`src/rtl/hpgs_defines.svh`:
```
// timing counts, register offsets and field positions of the power-good status block
`ifndef HPGS_DEFINES_SVH
`define HPGS_DEFINES_SVH

`define HPGS_CLK_MHZ       200
`define HPGS_TICK_US       1
`define HPGS_TICK_CYC      (`HPGS_CLK_MHZ * `HPGS_TICK_US)
`define HPGS_DLY_PG_MS     164
`define HPGS_SEP_MS        1
`define HPGS_DEB_MS        10
`define HPGS_STBY_LOW_NS   500
`define HPGS_STBY_LOW_CYC  ((`HPGS_STBY_LOW_NS * `HPGS_CLK_MHZ + 999) / 1000)

`define HPGS_DIV_W         8
`define HPGS_DLY_W         18
`define HPGS_SEP_W         10
`define HPGS_DEB_W         14
`define HPGS_LOW_W         7
`define HPGS_EVT_W         8

`define HPGS_ADDR_W        4
`define HPGS_OFF_STATUS    4'h0
`define HPGS_OFF_MASK      4'h4
`define HPGS_OFF_STATE     4'h8

`define HPGS_EV_MFAULT     0
`define HPGS_EV_SFAULT     2
`define HPGS_EV_DLYPG      4
`define HPGS_EV_CARD       6
`define HPGS_MASK_RST      8'h00

`endif

```
`src/rtl/hpgs_pkg.sv`:
```
// types shared by the power-good status block
`include "hpgs_defines.svh"

package hpgs_pkg;

  // per-slot power-good phase
  typedef enum logic [1:0] {PH_OFF, PH_WAIT, PH_GOOD, PH_DROP} hpgs_phase_t;

  typedef struct packed {
    logic [`HPGS_DIV_W-1:0]       div;
    logic                         tick;
    logic [1:0]                   men_q;
    logic [1:0]                   sen_q;
    hpgs_phase_t [1:0]            ph;
    logic [1:0][`HPGS_DLY_W-1:0]  dcnt;
    logic [1:0][`HPGS_SEP_W-1:0]  scnt;
    logic [1:0]                   fm;
    logic [1:0]                   fs;
    logic [1:0]                   em;
    logic [1:0]                   es;
    logic [1:0]                   arm;
    logic [1:0][`HPGS_LOW_W-1:0]  acnt;
    logic [1:0]                   card_q;
    logic [1:0]                   pg_oe;
    logic [1:0]                   dly_oe;
    logic [1:0]                   fm_oe;
    logic [1:0]                   fs_oe;
    logic                         sys_oe;
    logic                         int_oe;
    logic [`HPGS_EVT_W-1:0]       sts;
    logic [`HPGS_EVT_W-1:0]       msk;
    logic [31:0]                  rdata;
  } hpgs_state_t;

endpackage

```
`src/rtl/hpgs_filt.sv`:
```
// pin synchroniser with optional per-bit stability filter
`timescale 1ns/1ps
`default_nettype none

module hpgs_filt
#(
  parameter int           W      = 2,
  parameter int           STABLE = 0,
  parameter int           CW     = 4,
  parameter logic [W-1:0] INIT   = '0
)
(
  input  wire logic         ref_clk,
  input  wire logic         nrst,
  input  wire logic         tick,
  input  wire logic [W-1:0] din,
  output logic      [W-1:0] dout
);

  typedef struct packed {
    logic [W-1:0]         s1;
    logic [W-1:0]         s2;
    logic [W-1:0]         out;
    logic [W-1:0][CW-1:0] cnt;
  } hpgs_filt_t;

  localparam logic [CW-1:0] LAST = CW'((STABLE > 0) ? STABLE - 1 : 0);

  hpgs_filt_t st_r;
  hpgs_filt_t st_nxt;

  // a bit moves to the output only after staying put for STABLE ticks
  always_comb
  begin
    st_nxt    = st_r;
    st_nxt.s1 = din;
    st_nxt.s2 = st_r.s1;
    for (int i = 0; i < W; i++)
    begin
      if (st_r.s2[i] == st_r.out[i])
      begin
        st_nxt.cnt[i] = '0;
      end
      else if (STABLE == 0)
      begin
        st_nxt.out[i] = st_r.s2[i];
      end
      else if (tick)
      begin
        if (st_r.cnt[i] == LAST)
        begin
          st_nxt.out[i] = st_r.s2[i];
          st_nxt.cnt[i] = '0;
        end
        else
        begin
          st_nxt.cnt[i] = st_r.cnt[i] + 1'b1;
        end
      end
    end
  end

  // synchronous active-low reset
  always_ff @(posedge ref_clk)
  begin
    if (!nrst)
    begin
      st_r     <= '0;
      st_r.s1  <= INIT;
      st_r.s2  <= INIT;
      st_r.out <= INIT;
    end
    else
    begin
      st_r <= st_nxt;
    end
  end

  assign dout = st_r.out;

endmodule // hpgs_filt

`default_nettype wire

```
`src/rtl/hpgs_top.sv`:
```
// dual-slot power-good, delayed power-good, system power-good and fault interrupt logic
//
// Behaviour
// - delayed power-good asserts 164 ms after power-good
// - delayed power-good drops with slot power-good
// - enable falling edge releases delayed power-good
// - delayed and plain power-good drop 1 ms apart
// - slot A main rail low pulls system good
// - slot B main rail low pulls system good
// - slot A standby rail low pulls system good
// - slot B standby rail low pulls system good
// - otherwise system power-good stays released
// - any rail fault drives interrupt low
// - interrupt clears with the fault-clearing enable toggle
// - standby fault clears after 0.5 us low enable
// - dual faults need both enable edges to clear
// - override asserts good outputs, releases fault lines
// - card-present input debounced for 10 ms
`timescale 1ns/1ps
`default_nettype none
`include "hpgs_defines.svh"

module hpgs_top
#(
  parameter int DLY_TICKS = `HPGS_DLY_PG_MS * 1000 / `HPGS_TICK_US,
  parameter int SEP_TICKS = `HPGS_SEP_MS * 1000 / `HPGS_TICK_US,
  parameter int DEB_TICKS = `HPGS_DEB_MS * 1000 / `HPGS_TICK_US
)
(
  input  wire logic                       ref_clk,
  input  wire logic                       nrst,
  input  wire logic [1:0]                 main_enable,
  input  wire logic [1:0]                 standby_enable,
  input  wire logic [1:0]                 card_present_n,
  input  wire logic [1:0]                 override_n,
  input  wire logic [1:0]                 main12_good,
  input  wire logic [1:0]                 main3_good,
  input  wire logic [1:0]                 standby_rail_good,
  input  wire logic [1:0]                 main_fault_det,
  input  wire logic [1:0]                 standby_fault_det,
  output logic      [1:0]                 slot_power_good_n_oe,
  output logic      [1:0]                 delayed_power_good_n_oe,
  output logic                            system_power_good_oe,
  output logic                            int_n_oe,
  output logic      [1:0]                 main_fault_n_oe,
  output logic      [1:0]                 standby_fault_n_oe,
  input  wire logic [`HPGS_ADDR_W-1:0]    reg_addr,
  input  wire logic [31:0]                reg_wdata,
  input  wire logic                       reg_wr,
  input  wire logic                       reg_rd,
  output logic      [31:0]                reg_rdata,
  output logic                            irq
);
  import hpgs_pkg::*;

  localparam logic [`HPGS_DIV_W-1:0] DIV_LAST = `HPGS_DIV_W'(`HPGS_TICK_CYC - 1);
  localparam logic [`HPGS_DLY_W-1:0] DLY_LAST = `HPGS_DLY_W'(DLY_TICKS - 1);
  localparam logic [`HPGS_SEP_W-1:0] SEP_LAST = `HPGS_SEP_W'(SEP_TICKS - 1);
  localparam logic [`HPGS_LOW_W-1:0] LOW_LAST = `HPGS_LOW_W'(`HPGS_STBY_LOW_CYC - 1);
  localparam int                     PIN_W    = 18;

  hpgs_state_t st_r;
  hpgs_state_t st_nxt;

  logic [PIN_W-1:0] pin_raw;
  logic [PIN_W-1:0] pin_s;
  logic [1:0]       card_n_db;

  // plain level pins: three-flop synchronisers only
  assign pin_raw = {main_enable, standby_enable, override_n, main12_good, main3_good,
                    standby_rail_good, main_fault_det, standby_fault_det, 2'h0};

  hpgs_filt
  #(
    .W      (PIN_W),
    .STABLE (0),
    .CW     (1),
    .INIT   (18'h03000)   // override_n idles high, so no false override after reset
  )
  u_pin_sync
  (
    .ref_clk (ref_clk),
    .nrst    (nrst),
    .tick    (st_r.tick),
    .din     (pin_raw),
    .dout    (pin_s)
  );

  // card-present: synchronised, then held stable before it counts
  hpgs_filt
  #(
    .W      (2),
    .STABLE (DEB_TICKS),
    .CW     (`HPGS_DEB_W),
    .INIT   (2'h3)
  )
  u_card_deb
  (
    .ref_clk (ref_clk),
    .nrst    (nrst),
    .tick    (st_r.tick),
    .din     (card_present_n),
    .dout    (card_n_db)
  );

  logic [1:0] men;
  logic [1:0] sen;
  logic [1:0] ovr;
  logic [1:0] r12;
  logic [1:0] r3;
  logic [1:0] rs;
  logic [1:0] mdet;
  logic [1:0] sdet;
  logic [1:0] card;

  // unpack the synchronised pins
  assign men  = pin_s[17:16];
  assign sen  = pin_s[15:14];
  assign ovr  = ~pin_s[13:12];
  assign r12  = pin_s[11:10];
  assign r3   = pin_s[9:8];
  assign rs   = pin_s[7:6];
  assign mdet = pin_s[5:4];
  assign sdet = pin_s[3:2];
  assign card = ~card_n_db;

  logic                   wr_sts;
  logic                   wr_msk;
  logic [`HPGS_EVT_W-1:0] ev;
  logic [`HPGS_EVT_W-1:0] w1c;

  // register write decode
  assign wr_sts = reg_wr && (reg_addr == `HPGS_OFF_STATUS);
  assign wr_msk = reg_wr && (reg_addr == `HPGS_OFF_MASK);
  assign w1c    = wr_sts ? reg_wdata[`HPGS_EVT_W-1:0] : '0;

  always_comb
  begin
    logic [1:0] want;
    logic [1:0] m_fall;
    logic [1:0] s_fall;
    logic [1:0] s_ok;
    logic [1:0] both;
    logic [1:0] clr2;
    logic [1:0] fm_set;
    logic [1:0] fs_set;
    logic [1:0] sys_low;
    logic [1:0] pg_on;
    logic [1:0] dly_on;
    want    = '0;
    m_fall  = '0;
    s_fall  = '0;
    s_ok    = '0;
    both    = '0;
    clr2    = '0;
    fm_set  = '0;
    fs_set  = '0;
    sys_low = '0;
    pg_on   = '0;
    dly_on  = '0;
    ev      = '0;
    st_nxt  = st_r;

    // free-running microsecond timebase
    st_nxt.tick = 1'b0;
    if (st_r.div == DIV_LAST)
    begin
      st_nxt.div  = '0;
      st_nxt.tick = 1'b1;
    end
    else
    begin
      st_nxt.div = st_r.div + 1'b1;
    end

    st_nxt.men_q  = men;
    st_nxt.sen_q  = sen;
    st_nxt.card_q = card;
    m_fall        = st_r.men_q & ~men;
    s_fall        = st_r.sen_q & ~sen;

    for (int s = 0; s < 2; s++)
    begin
      // slot power is good with a seated card, main on, rails up, no latched main fault
      want[s] = ovr[s] | (card[s] & men[s] & r12[s] & r3[s] & ~st_r.fm[s]);

      // phase walk: off, counting, delayed good, dropping
      unique case (st_r.ph[s])
        PH_OFF:
        begin
          st_nxt.dcnt[s] = '0;
          if (want[s])
          begin
            st_nxt.ph[s] = PH_WAIT;
          end
        end
        PH_WAIT:
        begin
          if (!want[s])
          begin
            st_nxt.ph[s]   = PH_DROP;
            st_nxt.scnt[s] = '0;
            st_nxt.dcnt[s] = '0;
          end
          else if (m_fall[s] || s_fall[s])
          begin
            st_nxt.dcnt[s] = '0;
          end
          else if (st_r.tick)
          begin
            if (st_r.dcnt[s] == DLY_LAST)
            begin
              st_nxt.ph[s] = PH_GOOD;
              ev[`HPGS_EV_DLYPG + s] = 1'b1;
            end
            else
            begin
              st_nxt.dcnt[s] = st_r.dcnt[s] + 1'b1;
            end
          end
        end
        PH_GOOD:
        begin
          st_nxt.dcnt[s] = '0;
          if (!want[s])
          begin
            st_nxt.ph[s]   = PH_DROP;
            st_nxt.scnt[s] = '0;
          end
          else if (m_fall[s] || s_fall[s])
          begin
            st_nxt.ph[s] = PH_WAIT;
          end
        end
        PH_DROP:
        begin
          // delayed output already released; plain output held one more interval
          if (want[s])
          begin
            st_nxt.ph[s]   = PH_WAIT;
            st_nxt.dcnt[s] = '0;
          end
          else if (st_r.tick)
          begin
            if (st_r.scnt[s] == SEP_LAST)
            begin
              st_nxt.ph[s] = PH_OFF;
            end
            else
            begin
              st_nxt.scnt[s] = st_r.scnt[s] + 1'b1;
            end
          end
        end
      endcase

      // standby enable must stay low long enough to count as a clear
      if (s_fall[s])
      begin
        st_nxt.arm[s]  = 1'b1;
        st_nxt.acnt[s] = '0;
      end
      else if (!sen[s])
      begin
        if (st_r.arm[s] && st_r.acnt[s] == LOW_LAST)
        begin
          s_ok[s]       = 1'b1;
          st_nxt.arm[s] = 1'b0;
        end
        else if (st_r.arm[s])
        begin
          st_nxt.acnt[s] = st_r.acnt[s] + 1'b1;
        end
      end
      else
      begin
        st_nxt.arm[s] = 1'b0;
      end

      // fault latches; detection wins over a clear in the same cycle
      fm_set[s]    = mdet[s] & ~ovr[s];
      fs_set[s]    = sdet[s] & ~ovr[s];
      both[s]      = st_r.fm[s] & st_r.fs[s];
      st_nxt.em[s] = both[s] & (st_r.em[s] | m_fall[s]);
      st_nxt.es[s] = both[s] & (st_r.es[s] | s_ok[s]);
      clr2[s]      = both[s] & (st_r.em[s] | m_fall[s]) & (st_r.es[s] | s_ok[s]);
      if (both[s])
      begin
        st_nxt.fm[s] = fm_set[s] | (st_r.fm[s] & ~clr2[s]);
        st_nxt.fs[s] = fs_set[s] | (st_r.fs[s] & ~clr2[s]);
      end
      else
      begin
        st_nxt.fm[s] = fm_set[s] | (st_r.fm[s] & ~m_fall[s]);
        st_nxt.fs[s] = fs_set[s] | (st_r.fs[s] & ~s_ok[s]);
      end
      ev[`HPGS_EV_MFAULT + s] = fm_set[s] & ~st_r.fm[s];
      ev[`HPGS_EV_SFAULT + s] = fs_set[s] & ~st_r.fs[s];
      ev[`HPGS_EV_CARD + s]   = card[s] ^ st_r.card_q[s];
    end

    // system power-good pull-down terms, one per rail group
    sys_low[0] = card[0] & men[0] & ~ovr[0] & ~(r12[0] & r3[0]);
    sys_low[1] = card[1] & men[1] & ~ovr[1] & ~(r12[1] & r3[1]);
    for (int s = 0; s < 2; s++)
    begin
      pg_on[s]  = (st_nxt.ph[s] != PH_OFF) | ovr[s];
      dly_on[s] = (st_nxt.ph[s] == PH_GOOD) | ovr[s];
    end

    // open-drain enables, registered so the pins never glitch
    st_nxt.pg_oe  = pg_on;
    st_nxt.dly_oe = dly_on;
    st_nxt.fm_oe  = st_nxt.fm & ~ovr;
    st_nxt.fs_oe  = st_nxt.fs & ~ovr;
    st_nxt.sys_oe = (|sys_low)
                  | (card[0] & sen[0] & ~ovr[0] & ~rs[0])
                  | (card[1] & sen[1] & ~ovr[1] & ~rs[1]);
    st_nxt.int_oe = |((st_nxt.fm | st_nxt.fs) & ~ovr);

    // sticky status, write-one-to-clear, a new event beats the clear
    st_nxt.sts = (st_r.sts & ~w1c) | ev;
    if (wr_msk)
    begin
      st_nxt.msk = reg_wdata[`HPGS_EVT_W-1:0];
    end

    // read data valid in the cycle after the strobe only
    st_nxt.rdata = '0;
    if (reg_rd)
    begin
      unique case (reg_addr)
        `HPGS_OFF_STATUS: st_nxt.rdata = {24'h000000, st_r.sts};
        `HPGS_OFF_MASK:   st_nxt.rdata = {24'h000000, st_r.msk};
        `HPGS_OFF_STATE:  st_nxt.rdata = {20'h00000, st_r.int_oe, ~st_r.sys_oe,
                                          st_r.card_q, st_r.fs, st_r.fm,
                                          st_r.dly_oe, st_r.pg_oe};
        default:          st_nxt.rdata = 32'h00000000;
      endcase
    end
  end

  // synchronous active-low reset; everything released, mask closed
  always_ff @(posedge ref_clk)
  begin
    if (!nrst)
    begin
      st_r     <= '0;
      st_r.msk <= `HPGS_MASK_RST;
    end
    else
    begin
      st_r <= st_nxt;
    end
  end

  // outputs straight from the state register
  assign slot_power_good_n_oe    = st_r.pg_oe;
  assign delayed_power_good_n_oe = st_r.dly_oe;
  assign system_power_good_oe    = st_r.sys_oe;
  assign int_n_oe                = st_r.int_oe;
  assign main_fault_n_oe         = st_r.fm_oe;
  assign standby_fault_n_oe      = st_r.fs_oe;
  assign reg_rdata               = st_r.rdata;
  assign irq                     = |(st_r.sts & st_r.msk);

endmodule // hpgs_top

`default_nettype wire

```
`config.mk`:
```
export PLATFORM = sky130hd
export DESIGN_NAME = hpgs_top
export DESIGN_NICKNAME = d
export VERILOG_FILES = /design/src/rtl/hpgs_pkg.sv /design/src/rtl/hpgs_filt.sv /design/src/rtl/hpgs_top.sv
export VERILOG_INCLUDE_DIRS = /design/src /design/src/rtl
export SDC_FILE = /design/constraint.sdc
export NUM_CORES = 1
export LEC_CHECK = 0
export ABC_AREA = 1
export BUFFER_PORTS_ARGS = -buffer_cell sky130_fd_sc_hd__buf_2
export CAP_MARGIN = 5
export CORE_UTILIZATION = 40
export CTS_BUF_LIST = sky130_fd_sc_hd__clkbuf_4
export DETAILED_ROUTE_END_ITERATION = 12
export SLEW_MARGIN = 40
export SYNTH_ARGS = -nofsm -noshare
export SYNTH_HDL_FRONTEND = slang
export SYNTH_HIERARCHICAL = 1
export SYNTH_SLANG_ARGS = --single-unit
```
`constraint.sdc`:
```
create_clock -name ref_clk -period 1.7 [get_ports ref_clk]
set_clock_uncertainty 0.05 [all_clocks]
set_input_delay 0.17 -clock ref_clk [delete_from_list [all_inputs] [get_ports ref_clk]]
set_output_delay 0.17 -clock ref_clk [all_outputs]
set_load 0.05 [all_outputs]
```
==> reports/results.ini <==
[placement]
dpl_worst_slack_ns = -0.07153
placed_cell_area_um2 = 11690
port_buffers = 56
gp_congestion = 0.8997
placed_cells = 1947
place_hpwl_um = 17520

[worst_setup_path]
start_kind = register
timing.reg2reg.setup_slack_ns = -0.10
critical-path-max-stage-delay_ns = 0.32
crit_chain = a22o_1 -> a221oi_2 -> nand2_1 -> buf_6
cp_max_fo = 2
r2r-end = st_r[87]
cp_top_family = compound AO/OA/AOI/OAI gates
r2r-start = st_r[141]
cp.buffers_inverters = 1
cpMaxStageDelayCell = dfxtp_2
worstPathArrival_ns = 1.75
r2r_cells = 9
worstSetupPathType = reg -> out
end_kind = output port
required_ns = 1.48

[cts]
clock_path_buffers = 3
clk_pin_slew_ns = 0.06
cts_tree = built
cts-root-buf = clkbuf_4
htreeDepth = 2
clk_latency_ns = 0.69
numCtsBuffers = 59
clock-sinks = 219

[timing]
tns_ns = -0.7007
fin_crit_ns = 1.968
setup_viol = 9
fin_crit_sh = 1.158
fin_ws_ns = -0.2678
hold_viol_final = 0
maxSlewViolCount = 0
rsz0062_at_grt = yes
fmax_ghz = 0.5082
hold_ws_ns = 0.1476

[floorplan]
dieHeight_um = 165.7
die_w_um = 165.7
dieArea_um2 = 27470
rows = 59
io_pins = 101
design.core.area_um2 = 26210
start_util = 0.4093

[layout]
final_util = 0.5261
final_nets = 1808
final_cell_area_um2 = 13790
drive_gt1_frac = 0.2923
layout.cells.non_filler = 2108
area_growth_syn_to_layout_pct = 28.56

[worst_hold_path]
hold_path_depth = 4
hp-start = override_n[0]
hold-path-endpoint = u_pin_sync/st_nxt[48]
hold_class = in -> reg

[route]
drtPass1Iterations = 11
drt_first_iter_violations = 580
routedWlPerCell_um = 12.13
viasPerCell = 4.736
drcViolationCount = 2
ant_nets = 0
vias = 9983
wirelength_um = 25570

[pwr]
peakVddDrop_v = 0.0008035
powerDensity_nw_per_um2 = 893.1
p_total_mw = 12.31
p_leak_nw = 5.977

[grt]
grt_pass1_vias = 9364
grt_use_total = 0.1795
overflow = 0
antenna_found_initial = 2
grt_first_pass_wirelength_um = 41630
grt_max_degree = 25

[synth]
syn_area_per_cell_um2 = 7.084
synthCells = 1514
yosysWarnings = 6
syn_area_um2 = 10730

[job]
max_cap_violations = 0

[outcome]
status = finished, violations left
violations = DRC, setup timing

cell type report:
class	instances	area (µm²)
Sequential cell	219	4442
Inverter	227	872.1
Multi-Input combinational cell	999	5588
Antenna cell	1	2.502
Clock buffer	80	600.6
Tap cell	335	419.2
Clock inverter	22	97.59
Timing Repair Buffer	225	1767
Fill cell	2525	12420
worst reg2reg max path, cell delays in order (launching register included):
cell     delay (ns)
dfxtp_2        0.35
inv_2          0.06
ha_4           0.22
or2_1          0.22
a21oi_2        0.19
nand2_4        0.14
nor2_4         0.16
buf_6          0.11
xor2_1         0.14
nor2_1         0.05
power breakdown:
part,internal [mW],switching (mW)
Clock,2.18,2.16
Combinational,1.06,1.43
Sequential,5.33,0.148
Total,8.57,3.74
metal layers:
metal | vias up | part of all wire | global-route usage
met1 | 4523 | 0.45 | 0.2254
met5 | - | 0 | 0
met3 | 49 | 0.043 | 0.03503
li1 | 5191 | - | -
met2 | 220 | 0.48 | 0.3043
met4 | 0 | 0.022 | 0.06826
cells in the final DEF, fill, tap and decap left out, types with 9 or more instances in the layout:
cell and instances:
a21oi_1 72, a21oi_2 22, buf_2 54, buf_4 112, buf_6 16, clkbuf_4 80
clkinv_1 15, conb_1 20, dfxtp_1 185, dfxtp_2 28, dlygate4sd3_1 39, ha_4 11
inv_1 199, inv_2 23, nand2_1 325, nand2_2 36, nand2_4 20, nand3_1 80
nand3_2 20, nand4_1 33, nor2_1 153, nor2_2 21, nor2_4 11, nor3_1 30
o21ai_0 25, o21ai_2 9, xor2_1 19
state kept, by name, indices dropped and copies added (netlist names), 2 cells and up:
signal and flops:
u_card_deb/st_nxt 2, slot_power_good_n_oe 2, main_fault_n_oe 2, u_card_deb/dout 2
reg_rdata 12, u_card_deb/st_r 30, u_pin_sync/st_r 16, delayed_power_good_n_oe 2
standby_fault_n_oe 2, st_r 115, u_pin_sync/st_nxt 16, u_pin_sync/dout 16
what timing repair did:
action                                  CTS  global route
endpoints found under the setup margin   29            82
endpoints found under the hold margin   102             0
pin swaps                                16            73
cloned                                    0             1
setup buffers                             4            18
gates resized for setup                  26           225
hold buffers                             39             0
worst max path at each step:
stage                     depth (start not counted)       from       end
after floorplan                                   9  st_r[140]  st_r[91]
after global placement                            9  st_r[141]  st_r[91]
after detailed placement                          9  st_r[141]  st_r[91]
after CTS                                         4   st_r[38]       irq
after global routing                              4   st_r[46]       irq
final                                             4   st_r[46]       irq
(Power assumes the default switching activity.)
